<file path="config.mk">
export PLATFORM = sky130hd
export DESIGN_NAME = gaa_annunciator
export DESIGN_NICKNAME = d
export VERILOG_FILES = /design/src/core/gaa_pkg.sv /design/src/core/gaa_annunciator.sv /design/src/core/gaa_debounce.sv
export SDC_FILE = /design/constraint.sdc
export NUM_CORES = 1
export LEC_CHECK = 0
export ABC_AREA = 1
export BUFFER_PORTS_ARGS = -buffer_cell sky130_fd_sc_hd__buf_2
export CAP_MARGIN = 20
export CORE_UTILIZATION = 30
export CTS_CLUSTER_SIZE = 28
export DETAILED_ROUTE_END_ITERATION = 12
export HOLD_SLACK_MARGIN = 0.12
export PLACE_DENSITY_LB_ADDON = 0.08
export SLEW_MARGIN = 25
export SYNTH_ARGS = -nofsm -noshare
export SYNTH_HDL_FRONTEND = slang
export SYNTH_SLANG_ARGS = --single-unit
</file>
<file path="constraint.sdc">
create_clock -name clk -period 1.85 [get_ports clk]
set_input_delay 0.4625 -clock clk [delete_from_list [all_inputs] [get_ports clk]]
set_output_delay 0.4625 -clock clk [all_outputs]
set_load 0.1 [all_outputs]
</file>
<file path="src/core/gaa_pkg.sv">
// Constants and types shared by the genset alarm annunciator
`default_nettype none
package gaa_pkg;
  localparam int N_POINTS = 8;
  localparam int ADDR_W = 8;
  localparam int DATA_W = 32;
  // Register byte offsets
  localparam logic [7:0] OFF_CTRL = 8'h00;
  localparam logic [7:0] OFF_CLASS = 8'h04;
  localparam logic [7:0] OFF_ACTIVE = 8'h08;
  localparam logic [7:0] OFF_UNACK = 8'h0c;
  localparam logic [7:0] OFF_SFAIL = 8'h10;
  localparam logic [7:0] OFF_OUTS = 8'h14;
  // Control bits
  localparam int CTRL_TEST_BIT = 0;
  localparam int CTRL_ACK_BIT = 1;
  localparam int CTRL_RST_BIT = 2;
  // Reset values
  localparam logic CTRL_TEST_RST = 1'h0;
  localparam logic [7:0] CLASS_RST = 8'h0f;
  // Bus answers
  localparam logic [1:0] RESP_OKAY = 2'h0;
  localparam logic [1:0] RESP_SLVERR = 2'h2;
  // Timing
  localparam int unsigned CLK_KHZ = 250000;
  localparam int unsigned DEBOUNCE_MS = 10;
  localparam int unsigned FLASH_HALF_MS = 250;
  localparam int unsigned DEBOUNCE_CYC = DEBOUNCE_MS * CLK_KHZ;
  localparam int unsigned FLASH_CYC = FLASH_HALF_MS * CLK_KHZ;
  // Debounced input vector layout
  localparam int IDX_FAULT = 0;
  localparam int IDX_SENS = 8;
  localparam int IDX_ACK = 16;
  localparam int IDX_RST = 17;
  localparam int IDX_TEST = 18;
  localparam int N_IN = 19;

  typedef struct packed {
    logic horn;
    logic engine_stop;
    logic breaker_open;
    logic common_local;
    logic common_remote;
  } gaa_alarm_out_type;

  typedef struct packed {
    logic [N_POINTS-1:0] red;
    logic [N_POINTS-1:0] amber;
  } gaa_lamp_type;
endpackage : gaa_pkg
`default_nettype wire

</file>
<file path="src/core/gaa_annunciator.sv">
// Genset alarm annunciator with shutdown actions and AXI4-Lite registers
`default_nettype none
module gaa_annunciator
  import gaa_pkg::*;
#(
  parameter int unsigned DEBOUNCE_CYCLES = DEBOUNCE_CYC,
  parameter int unsigned FLASH_CYCLES = FLASH_CYC
)
(
  // Clock and reset
  input wire logic clk,
  input wire logic srst,
  // Field inputs
  input wire logic [N_POINTS-1:0] fault_in,
  input wire logic [N_POINTS-1:0] sensor_ok_in,
  input wire logic ack_in,
  input wire logic reset_in,
  input wire logic lamp_test_in,
  // Annunciation and actions
  output gaa_lamp_type lamp,
  output gaa_alarm_out_type alarm_out,
  // AXI4-Lite slave
  input wire logic [ADDR_W-1:0] s_axi_awaddr,
  input wire logic s_axi_awvalid,
  output logic s_axi_awready,
  input wire logic [DATA_W-1:0] s_axi_wdata,
  input wire logic [3:0] s_axi_wstrb,
  input wire logic s_axi_wvalid,
  output logic s_axi_wready,
  output logic [1:0] s_axi_bresp,
  output logic s_axi_bvalid,
  input wire logic s_axi_bready,
  input wire logic [ADDR_W-1:0] s_axi_araddr,
  input wire logic s_axi_arvalid,
  output logic s_axi_arready,
  output logic [DATA_W-1:0] s_axi_rdata,
  output logic [1:0] s_axi_rresp,
  output logic s_axi_rvalid,
  input wire logic s_axi_rready
);
  logic [N_IN-1:0] raw;
  logic [N_IN-1:0] clean;
  logic [N_POINTS-1:0] cond;
  logic [N_POINTS-1:0] cond_d_r;
  logic [N_POINTS-1:0] new_ev;
  logic [N_POINTS-1:0] active_r;
  logic [N_POINTS-1:0] active_nxt;
  logic [N_POINTS-1:0] unack_r;
  logic [N_POINTS-1:0] unack_nxt;
  logic [N_POINTS-1:0] class_r;
  logic [N_POINTS-1:0] vis;
  logic ack_d_r;
  logic rst_d_r;
  logic ack_ev;
  logic rst_ev;
  logic sw_ack_r;
  logic sw_rst_r;
  logic test_r;
  logic test_on;
  logic [31:0] flash_cnt_r;
  logic flash_tick;
  logic flash_r;
  logic flash_nxt;
  gaa_lamp_type lamp_r;
  gaa_alarm_out_type out_r;
  // Bus side
  logic aw_got_r;
  logic w_got_r;
  logic [ADDR_W-1:0] aw_addr_r;
  logic [DATA_W-1:0] w_data_r;
  logic [3:0] w_strb_r;
  logic aw_have;
  logic w_have;
  logic [ADDR_W-1:0] wr_addr;
  logic [DATA_W-1:0] wr_data;
  logic [3:0] wr_strb;
  logic do_wr;
  logic bvalid_r;
  logic [1:0] bresp_r;
  logic rvalid_r;
  logic [1:0] rresp_r;
  logic [DATA_W-1:0] rdata_r;

  assign raw = {lamp_test_in, reset_in, ack_in, sensor_ok_in, fault_in};

  // One filter per input; sensor-good lines idle high so reset shows no loss
  for (genvar i = 0; i < N_IN; i++)
  begin : g_in
    gaa_debounce #(
      .CYC(DEBOUNCE_CYCLES),
      .RST_VAL((i >= IDX_SENS) && (i < IDX_ACK))
    ) u_db (
      .clk(clk),
      .srst(srst),
      .din(raw[i]),
      .dout(clean[i])
    );
  end

  // A lost sensor counts as a fault on its point
  assign cond = clean[IDX_FAULT +: N_POINTS] | ~clean[IDX_SENS +: N_POINTS];
  assign new_ev = cond & ~cond_d_r;
  assign ack_ev = (clean[IDX_ACK] & ~ack_d_r) | sw_ack_r;
  assign rst_ev = (clean[IDX_RST] & ~rst_d_r) | sw_rst_r;
  assign test_on = clean[IDX_TEST] | test_r;

  always_ff @(posedge clk)
  begin
    if (srst)
    begin
      cond_d_r <= '0;
      ack_d_r <= 1'b0;
      rst_d_r <= 1'b0;
    end
    else
    begin
      cond_d_r <= cond;
      ack_d_r <= clean[IDX_ACK];
      rst_d_r <= clean[IDX_RST];
    end
  end

  // Common flash clock so every lamp blinks in phase
  assign flash_tick = (flash_cnt_r == 32'(FLASH_CYCLES - 1));
  assign flash_nxt = flash_r ^ flash_tick;

  always_ff @(posedge clk)
  begin
    if (srst)
    begin
      flash_cnt_r <= 32'h0;
      flash_r <= 1'b1;
    end
    else
    begin
      flash_cnt_r <= flash_tick ? 32'h0 : flash_cnt_r + 32'h1;
      flash_r <= flash_nxt;
    end
  end

  // Latch holds while the condition persists; reset only clears a normal point
  assign active_nxt = cond | (active_r & ~{N_POINTS{rst_ev}});
  // A fresh event beats a simultaneous acknowledge
  assign unack_nxt = new_ev | (unack_r & ~{N_POINTS{ack_ev}} & active_nxt);
  assign vis = active_nxt & (~unack_nxt | {N_POINTS{flash_nxt}});

  always_ff @(posedge clk)
  begin
    if (srst)
    begin
      active_r <= '0;
      unack_r <= '0;
    end
    else
    begin
      active_r <= active_nxt;
      unack_r <= unack_nxt;
    end
  end

  // Outputs are taken from the same next-state terms so they rise together
  always_ff @(posedge clk)
  begin
    if (srst)
    begin
      lamp_r <= '0;
      out_r <= '0;
    end
    else
    begin
      lamp_r.red <= test_on ? '1 : (vis & class_r);
      lamp_r.amber <= test_on ? '1 : (vis & ~class_r);
      out_r.horn <= test_on | (|unack_nxt);
      out_r.engine_stop <= |(active_nxt & class_r);
      out_r.breaker_open <= |(active_nxt & class_r);
      out_r.common_local <= |active_nxt;
      out_r.common_remote <= |active_nxt;
    end
  end

  assign lamp = lamp_r;
  assign alarm_out = out_r;

  // Write channel: address and data accepted in either order
  assign s_axi_awready = !aw_got_r && !bvalid_r;
  assign s_axi_wready = !w_got_r && !bvalid_r;
  assign aw_have = aw_got_r || s_axi_awvalid;
  assign w_have = w_got_r || s_axi_wvalid;
  assign wr_addr = aw_got_r ? aw_addr_r : s_axi_awaddr;
  assign wr_data = w_got_r ? w_data_r : s_axi_wdata;
  assign wr_strb = w_got_r ? w_strb_r : s_axi_wstrb;
  assign do_wr = !bvalid_r && aw_have && w_have;

  always_ff @(posedge clk)
  begin
    if (srst)
    begin
      aw_got_r <= 1'b0;
      w_got_r <= 1'b0;
      aw_addr_r <= '0;
      w_data_r <= '0;
      w_strb_r <= '0;
    end
    else if (do_wr)
    begin
      aw_got_r <= 1'b0;
      w_got_r <= 1'b0;
    end
    else
    begin
      if (s_axi_awvalid && s_axi_awready)
      begin
        aw_got_r <= 1'b1;
        aw_addr_r <= s_axi_awaddr;
      end
      if (s_axi_wvalid && s_axi_wready)
      begin
        w_got_r <= 1'b1;
        w_data_r <= s_axi_wdata;
        w_strb_r <= s_axi_wstrb;
      end
    end
  end

  always_ff @(posedge clk)
  begin
    if (srst)
    begin
      bvalid_r <= 1'b0;
      bresp_r <= RESP_OKAY;
    end
    else if (do_wr)
    begin
      bvalid_r <= 1'b1;
      bresp_r <= (wr_addr <= OFF_OUTS && wr_addr[1:0] == 2'h0) ? RESP_OKAY : RESP_SLVERR;
    end
    else if (s_axi_bready)
      bvalid_r <= 1'b0;
  end

  // Software control; ack and reset bits are self-clearing pulses
  always_ff @(posedge clk)
  begin
    if (srst)
    begin
      test_r <= CTRL_TEST_RST;
      class_r <= CLASS_RST;
      sw_ack_r <= 1'b0;
      sw_rst_r <= 1'b0;
    end
    else
    begin
      sw_ack_r <= 1'b0;
      sw_rst_r <= 1'b0;
      if (do_wr && wr_strb[0] && wr_addr == OFF_CTRL)
      begin
        test_r <= wr_data[CTRL_TEST_BIT];
        sw_ack_r <= wr_data[CTRL_ACK_BIT];
        sw_rst_r <= wr_data[CTRL_RST_BIT];
      end
      if (do_wr && wr_strb[0] && wr_addr == OFF_CLASS)
        class_r <= wr_data[N_POINTS-1:0];
    end
  end

  assign s_axi_bvalid = bvalid_r;
  assign s_axi_bresp = bresp_r;

  // Read channel: one-cycle registered answer
  assign s_axi_arready = !rvalid_r;

  always_ff @(posedge clk)
  begin
    if (srst)
    begin
      rvalid_r <= 1'b0;
      rresp_r <= RESP_OKAY;
      rdata_r <= '0;
    end
    else if (s_axi_arvalid && s_axi_arready)
    begin
      rvalid_r <= 1'b1;
      rresp_r <= RESP_OKAY;
      rdata_r <= '0;
      unique case (s_axi_araddr)
        OFF_CTRL: rdata_r[CTRL_TEST_BIT] <= test_r;
        OFF_CLASS: rdata_r[N_POINTS-1:0] <= class_r;
        OFF_ACTIVE: rdata_r[N_POINTS-1:0] <= active_r;
        OFF_UNACK: rdata_r[N_POINTS-1:0] <= unack_r;
        OFF_SFAIL: rdata_r[N_POINTS-1:0] <= ~clean[IDX_SENS +: N_POINTS];
        OFF_OUTS: rdata_r[4:0] <= out_r;
        default: rresp_r <= RESP_SLVERR;
      endcase
    end
    else if (s_axi_rready)
      rvalid_r <= 1'b0;
  end

  assign s_axi_rvalid = rvalid_r;
  assign s_axi_rresp = rresp_r;
  assign s_axi_rdata = rdata_r;
endmodule : gaa_annunciator
`default_nettype wire

</file>
<file path="src/core/gaa_debounce.sv">
// Two-stage synchroniser with a stability-count debouncer
`default_nettype none
module gaa_debounce
  import gaa_pkg::*;
#(
  parameter int unsigned CYC = DEBOUNCE_CYC,
  parameter logic RST_VAL = 1'b0
)
(
  // Clock and reset
  input wire logic clk,
  input wire logic srst,
  // Raw and clean level
  input wire logic din,
  output logic dout
);
  logic s1_r;
  logic s2_r;
  logic dout_r;
  logic [31:0] cnt_r;

  always_ff @(posedge clk)
  begin
    if (srst)
    begin
      s1_r <= RST_VAL;
      s2_r <= RST_VAL;
    end
    else
    begin
      s1_r <= din;
      s2_r <= s1_r;
    end
  end

  // Output moves only after the input held steady for CYC cycles
  always_ff @(posedge clk)
  begin
    if (srst)
    begin
      cnt_r <= 32'h0;
      dout_r <= RST_VAL;
    end
    else if (s2_r == dout_r)
      cnt_r <= 32'h0;
    else if (cnt_r >= 32'(CYC - 1))
    begin
      cnt_r <= 32'h0;
      dout_r <= s2_r;
    end
    else
      cnt_r <= cnt_r + 32'h1;
  end

  assign dout = dout_r;
endmodule : gaa_debounce
`default_nettype wire

</file>
* Word level (Yosys, flattened, before mapping) *
Cells that the tools add are included.

word-level totals
  input port bits = 78
  output and inout bits = 62
  bits in registers = 787
  word-level logic and storage cells = 299

operators by class
  add/sub/neg operators = 20
  bitwise operators = 48
  reduce and logical (&&, ||, !) cells = 69
  magnitude comparators = 20
  mux-type cells = 14
  equal/unequal tests = 26

operator list
  operator                                                              count
  adder 32 x 1 -> 32 bit (second input constant)                        20
  greater-or-equal comparator 32 x 22 -> 1 bit (second input constant)  19
  bitwise AND 8 bit                                                     8
  OR reduction 3 bit                                                    19
  NOT 8 bit                                                             6
  AND reduction 2 bit                                                   21
  == test 32 x 26 -> 1 bit (second input constant)                      1
  two-way mux 8 bit                                                     4
  bitwise OR 8 bit                                                      4
  OR reduction 8 bit                                                    3
  NOT 1 bit                                                             23
  one-hot mux 4 bit (5 select lines)                                    1
  == test 1 bit                                                         19
  == test 8 x 3 -> 1 bit (second input constant)                        2
  == test 8 x 4 -> 1 bit (second input constant)                        2
  == test 8 x 5 -> 1 bit (second input constant)                        2
  logical NOT 8 bit                                                     2
  one-hot mux 3 bit (4 select lines)                                    1
  logical AND 1 bit                                                     11
  <= comparator 8 x 5 -> 1 bit (second input constant)                  1
  one-hot mux 1 bit (6 select lines)                                    1
  OR reduction 2 bit                                                    3
  OR reduction 6 bit                                                    1
  two-way mux 1 bit                                                     5
  other kinds (8)                                                       18

* Longest topological paths before layout *
  depth in word-level cells = 13
  gate-level depth with buffers = 12
  mapped depth without buffers = 12

* Cells and area by module *
Synthesis repeated with hierarchy kept, for this count alone.

unflattened totals
  cell total of the unflattened synthesis = 4521
  area total of the unflattened synthesis = 35112.4 µm²

modules (own cells, without submodules)
  module                            cells an instance  times used  area an instance (µm²)  seq. area each (µm²)
  gaa_debounce (g_in[0].u_db ...)   195                11          1524.0                  700.7
  gaa_debounce (g_in[10].u_db ...)  192                7           1569.0                  700.7
  gaa_annunciator                   830                1           5826.8                  2402.3
  gaa_debounce (g_in[9].u_db)       202                1           1539.0                  700.7

* Worst setup path after synthesis *
Ideal clock, no wire load.

  path type = flip-flop to flip-flop
  start point = register bvalid_r, in the netlist s_axi_bvalid
  end point = register w_data_r[6]
  clock period less this slack = 3.205 ns
  data required time = 1.722 ns
  stages on the path, launching flop included = 6
  setup time = 0.128 ns
  data arrival time = 3.077 ns
  buffers on the path = 1
  path slack = -1.355 ns
  path through = dfxtp_1 -> nor2_1 -> nand3_1 -> clkbuf_1 -> o21ai_0 -> a21oi_1

on the way
  elaborated cells between the ends (all ways) = 7
  those cells by class = 1 x bitwise; 6 x reduce/logical

RTL lines
  what                           RTL line                source
  start: declaration             gaa_annunciator.sv:78   logic bvalid_r;
  start signal: assignment       gaa_annunciator.sv:229  bvalid_r <= 1'b0;
  start signal: assignment       gaa_annunciator.sv:234  bvalid_r <= 1'b1;
  start signal: assignment       gaa_annunciator.sv:238  bvalid_r <= 1'b0;
  logical NOT 1 bit              gaa_annunciator.sv:186  assign s_axi_wready = !w_got_r && !bvalid_r;
  logical AND 1 bit              gaa_annunciator.sv:186
  net s_axi_wready               gaa_annunciator.sv:29   output logic s_axi_wready,
  logical AND 1 bit              gaa_annunciator.sv:216  if (s_axi_wvalid && s_axi_wready)
  AND reduction 2 bit (no line)  n/a
  end signal: assignment         gaa_annunciator.sv:219  w_data_r <= s_axi_wdata;
  end: declaration               gaa_annunciator.sv:70   logic [DATA_W-1:0] w_data_r;

The timed path passes the listed nets, and every way through them passes these cells.
A chain may end at the register's enable or synchronous reset.

* Worst setup path in the final report *
  start point = register bvalid_r, in the netlist s_axi_bvalid
  end point = output port s_axi_awready

on the way
  cells in the longest elaborated chain, start to end = 2

RTL lines
  what               RTL line                source
  logical NOT 1 bit  gaa_annunciator.sv:185  assign s_axi_awready = !aw_got_r && !bvalid_r;
  logical AND 1 bit  gaa_annunciator.sv:185
  end: declaration   gaa_annunciator.sv:25   output logic s_axi_awready,

No other way between the ends.

==> flow_metrics.py <==
metrics = {
    "status": {
        "status": "complete, no violations",
    },
    "route": {
        "ant_nets": 0,
        "vias_per_cell": 4.19,
        "dr.pass1.iters": 4,
        "route.detailed.drc": 0,
        "drtIter0Drc": 1087,
        "wl_per_cell_um": 12.1,
        "routed_wl_um": 75900,
        "vias": 26300,
    },
    "sta": {
        "rsz0062_at_grt": "true",
        "tns_ns": 0,
        "fin_ws_ns": 0.0130,
        "hold_viol": 0,
        "period_minus_slack_ns": 1.84,
        "finalCritPeriodShare": 0.993,
        "maxSlewViolCount": 0,
        "setup_violations": 0,
        "finClkSkew_ns": 0.0257,
        "max_freq_mhz": 544,
    },
    "setup_path": {
        "cp.arrival_ns": 1.37,
        "r2r_slack_ns": 0.08,
        "endpoint_kind": "primary output",
        "critPathLaunchType": "flop",
        "crit_fanout": 5,
        "critPathKind": "reg2out",
        "critPathRequiredTime_ns": 1.39,
    },
    "grt": {
        "grt_util_met3": 0.0315,
        "grt_pass1_vias": 25100,
        "grt_max_degree": 63,
        "busiest_layer": "met2",
        "grt_overflow_total": 0,
        "grt_pass1_wl_um": 126000,
        "grt.met2_usage": 0.215,
        "grtUsageTotal": 0.137,
        "met1_usage": 0.184,
        "grt_antenna_before_repair": 8,
    },
    "clock_network": {
        "clk_path_buf_depth": 3,
        "cts_tree": "yes",
        "htree_num_levels": 3,
        "cts_root_buf": "clkbuf_16",
        "cts_buffers": 93,
        "clkLatencyLatePin_ns": 0.66,
        "numClockSinks": 785,
        "path_clk_slew_ns": 0.05,
    },
    "hold_path": {
        "hp-class": "in2reg",
    },
    "power": {
        "p_total_mw": 37.9,
        "leakagePower_nw": 15.6,
        "comb_power_share": 0.047,
        "sw_frac_of_total": 0.229,
        "p_seq_frac": 0.460,
        "peakVddDrop_mv": 0.677,
        "p_clk_frac": 0.493,
        "powerDensity_nw_per_um2": 923,
        "p_int_mw": 29.2,
        "p_sw_mw": 8.68,
    },
    "placed_design": {
        "dp.cells": 6026,
        "place_congestion": 0.807,
        "placed_area_um2": 36700,
        "dp_hpwl_um": 54600,
        "place_ws_ns": -0.101,
        "port_buffers": 86,
    },
    "floorplanning": {
        "die-width_um": 334,
        "core_um2": 109000,
        "dieArea_um2": 111000,
        "core.rowCount": 121,
        "initial_utilization": 0.303,
        "ioPinCount": 140,
        "die_h_um": 334,
    },
    "layout": {
        "fillers": 11400,
        "nNetsFinal": 4866,
        "stdcell_area_um2": 41100,
        "syn_to_final_growth_pct": 24.4,
        "final_cells": 6266,
        "drive_above_1_share": 0.138,
    },
    "yosys": {
        "yosys_most_used_dff": "dfxtp_1",
        "synth_cell_types": 66,
        "synthArstFlopShare": 0,
        "synth_seq_cells": 785,
        "synthesis.area_um2": 33000,
        "synth_cells": 4274,
        "avgSynthCellArea_um2": 7.72,
        "synth_seq_area_share": 0.476,
        "yosys_warnings": 0,
        "synth-edff-count": 0,
    },
    "run": {
        "cap_violations": 0,
    },
}
==> layout make-up <==
type                       instances  area, um^2  area share
antenna                            7        17.5    0.000427
clock buffer                     140        2800      0.0681
clock inverter                    32         385     0.00939
inverter                         494        1860      0.0453
multi-input combinational       3120       16000       0.389
sequential                       785       15700       0.384
tap                             1414        1770      0.0431
timing repair buffer             274        2490      0.0606
==> metrics by stage <==
stage	hold WS (ns)	util
floorplan	0.388	-
global placement	0.392	0.337
detailed placement	0.392	0.337
CTS	0.229	0.372
global route	0.253	0.377
finish	0.283	0.377
==> worst paths after layout <==
kind	endpoint	depth (start not counted)	startpoint
hold reg to reg	g_in[17].u_db.s2_r	2	g_in[17].u_db.s1_r
setup / recovery	s_axi_awready	2	s_axi_bvalid
hold / removal	g_in[15].u_db.s2_r	3	srst
setup reg to reg	lamp[0]	12	flash_cnt_r[0]
==> per-layer routing <==
metal,up-vias,wire (um)
met4,4,2220
met3,128,3220
met5,-,23
li1,14400,-
met2,276,32700
met1,11500,37800
==> cells in the mapped netlist (13+ instances only) <==
master | count | share of area
a21oi_1 | 162 | 0.025
nand2_1 | 705 | 0.080
xor2_1 | 192 | 0.051
nor2_2 | 45 | 0.0085
o21ai_0 | 109 | 0.017
nor2_1 | 833 | 0.095
nand3_1 | 235 | 0.036
buf_2 | 43 | 0.0065
or2_2 | 33 | 0.0063
nor2_4 | 21 | 0.0072
buf_4 | 31 | 0.0071
clkbuf_1 | 14 | 0.0016
nand3_2 | 22 | 0.0067
nand4_1 | 114 | 0.022
dfxtp_1 | 785 | 0.48
nor4_1 | 13 | 0.0025
inv_1 | 480 | 0.055
nor3_2 | 26 | 0.0079
ha_1 | 20 | 0.0076
nand2_2 | 22 | 0.0042
xnor2_1 | 73 | 0.019
nor3_1 | 138 | 0.021
o21ai_1 | 16 | 0.0024
==> sequential cells by signal (all words and copies together) (netlist names), 3 cells and up <==
signal,cells
unack_r,8
g_in.u_db.dout,19
class_r,8
s_axi_rdata,8
g_in.u_db.cnt_r,608
alarm_out,3
lamp,16
cond_d_r,8
g_in.u_db.s1_r,19
flash_cnt_r,32
w_data_r,8
g_in.u_db.s2_r,19
aw_addr_r,8
active_r,8
==> logic make-up (layout without fill, tap and decap cells) <==
kind of cell	count (synthesis)	in the layout	share of synthesized area
flip-flops	785	785	0.476
XOR/XNOR	265	265	0.0703
adder cells (fa/ha/maj)	20	20	0.00758
AO/OA/AOI/OAI	340	340	0.0559
AND/OR/NAND/NOR	2276	2278	0.317
buffers and inverters	586	940	0.0728
multiplexers	1	1	0.000303
other	1	223	0.000114
==> cells in the final DEF, fill, tap and decap left out, types with 17 or more instances in the layout <==
cell type        n
nor2_1         824
or2_2           33
o21ai_0        103
o21ai_1         22
nor3_2          26
nand4_1        114
nand3_1        227
buf_2           49
a21oi_1        153
clkbuf_8        23
nand3_2         28
clkbuf_1        21
conb_1         216
buf_12          27
clkinv_2        17
xor2_1         192
nand2_1        694
nand2_2         33
dlygate4sd3_1   40
nor2_4          27
buf_4          139
xnor2_1         73
nor3_1         137
dfxtp_1        770
nor2_2          48
inv_1          479
clkbuf_16       98
==> repair_timing <==
action / in CTS / in global routing
endpoints found under the setup margin: 39 / 240
hold buffers: 40 / 0
hold endpoints to repair: 41 / 0
gates resized for setup: 64 / 81
gates cloned: 0 / 4
pin swaps: 4 / 23
setup buffers: 3 / 22
==> power by group through the flow <==
stage / Sequential (mW) / Combinational, mW / Clock, mW
after CTS: 17.4 / 1.74 / 19.5
after detailed placement: 17.8 / 1.61 / 0
after global placement: 17.8 / 1.61 / 0
final: 17.4 / 1.76 / 18.7
after floorplan: 18.0 / 0.921 / 0
after global routing: 17.5 / 1.92 / 20.2
==> critical path, stage by stage, from the launching register on <==
cell     delay [ns]
dfxtp_4        0.38
nor2_4         0.15
buf_12         0.19
Note: power is estimated with default switching activity, not from simulation.
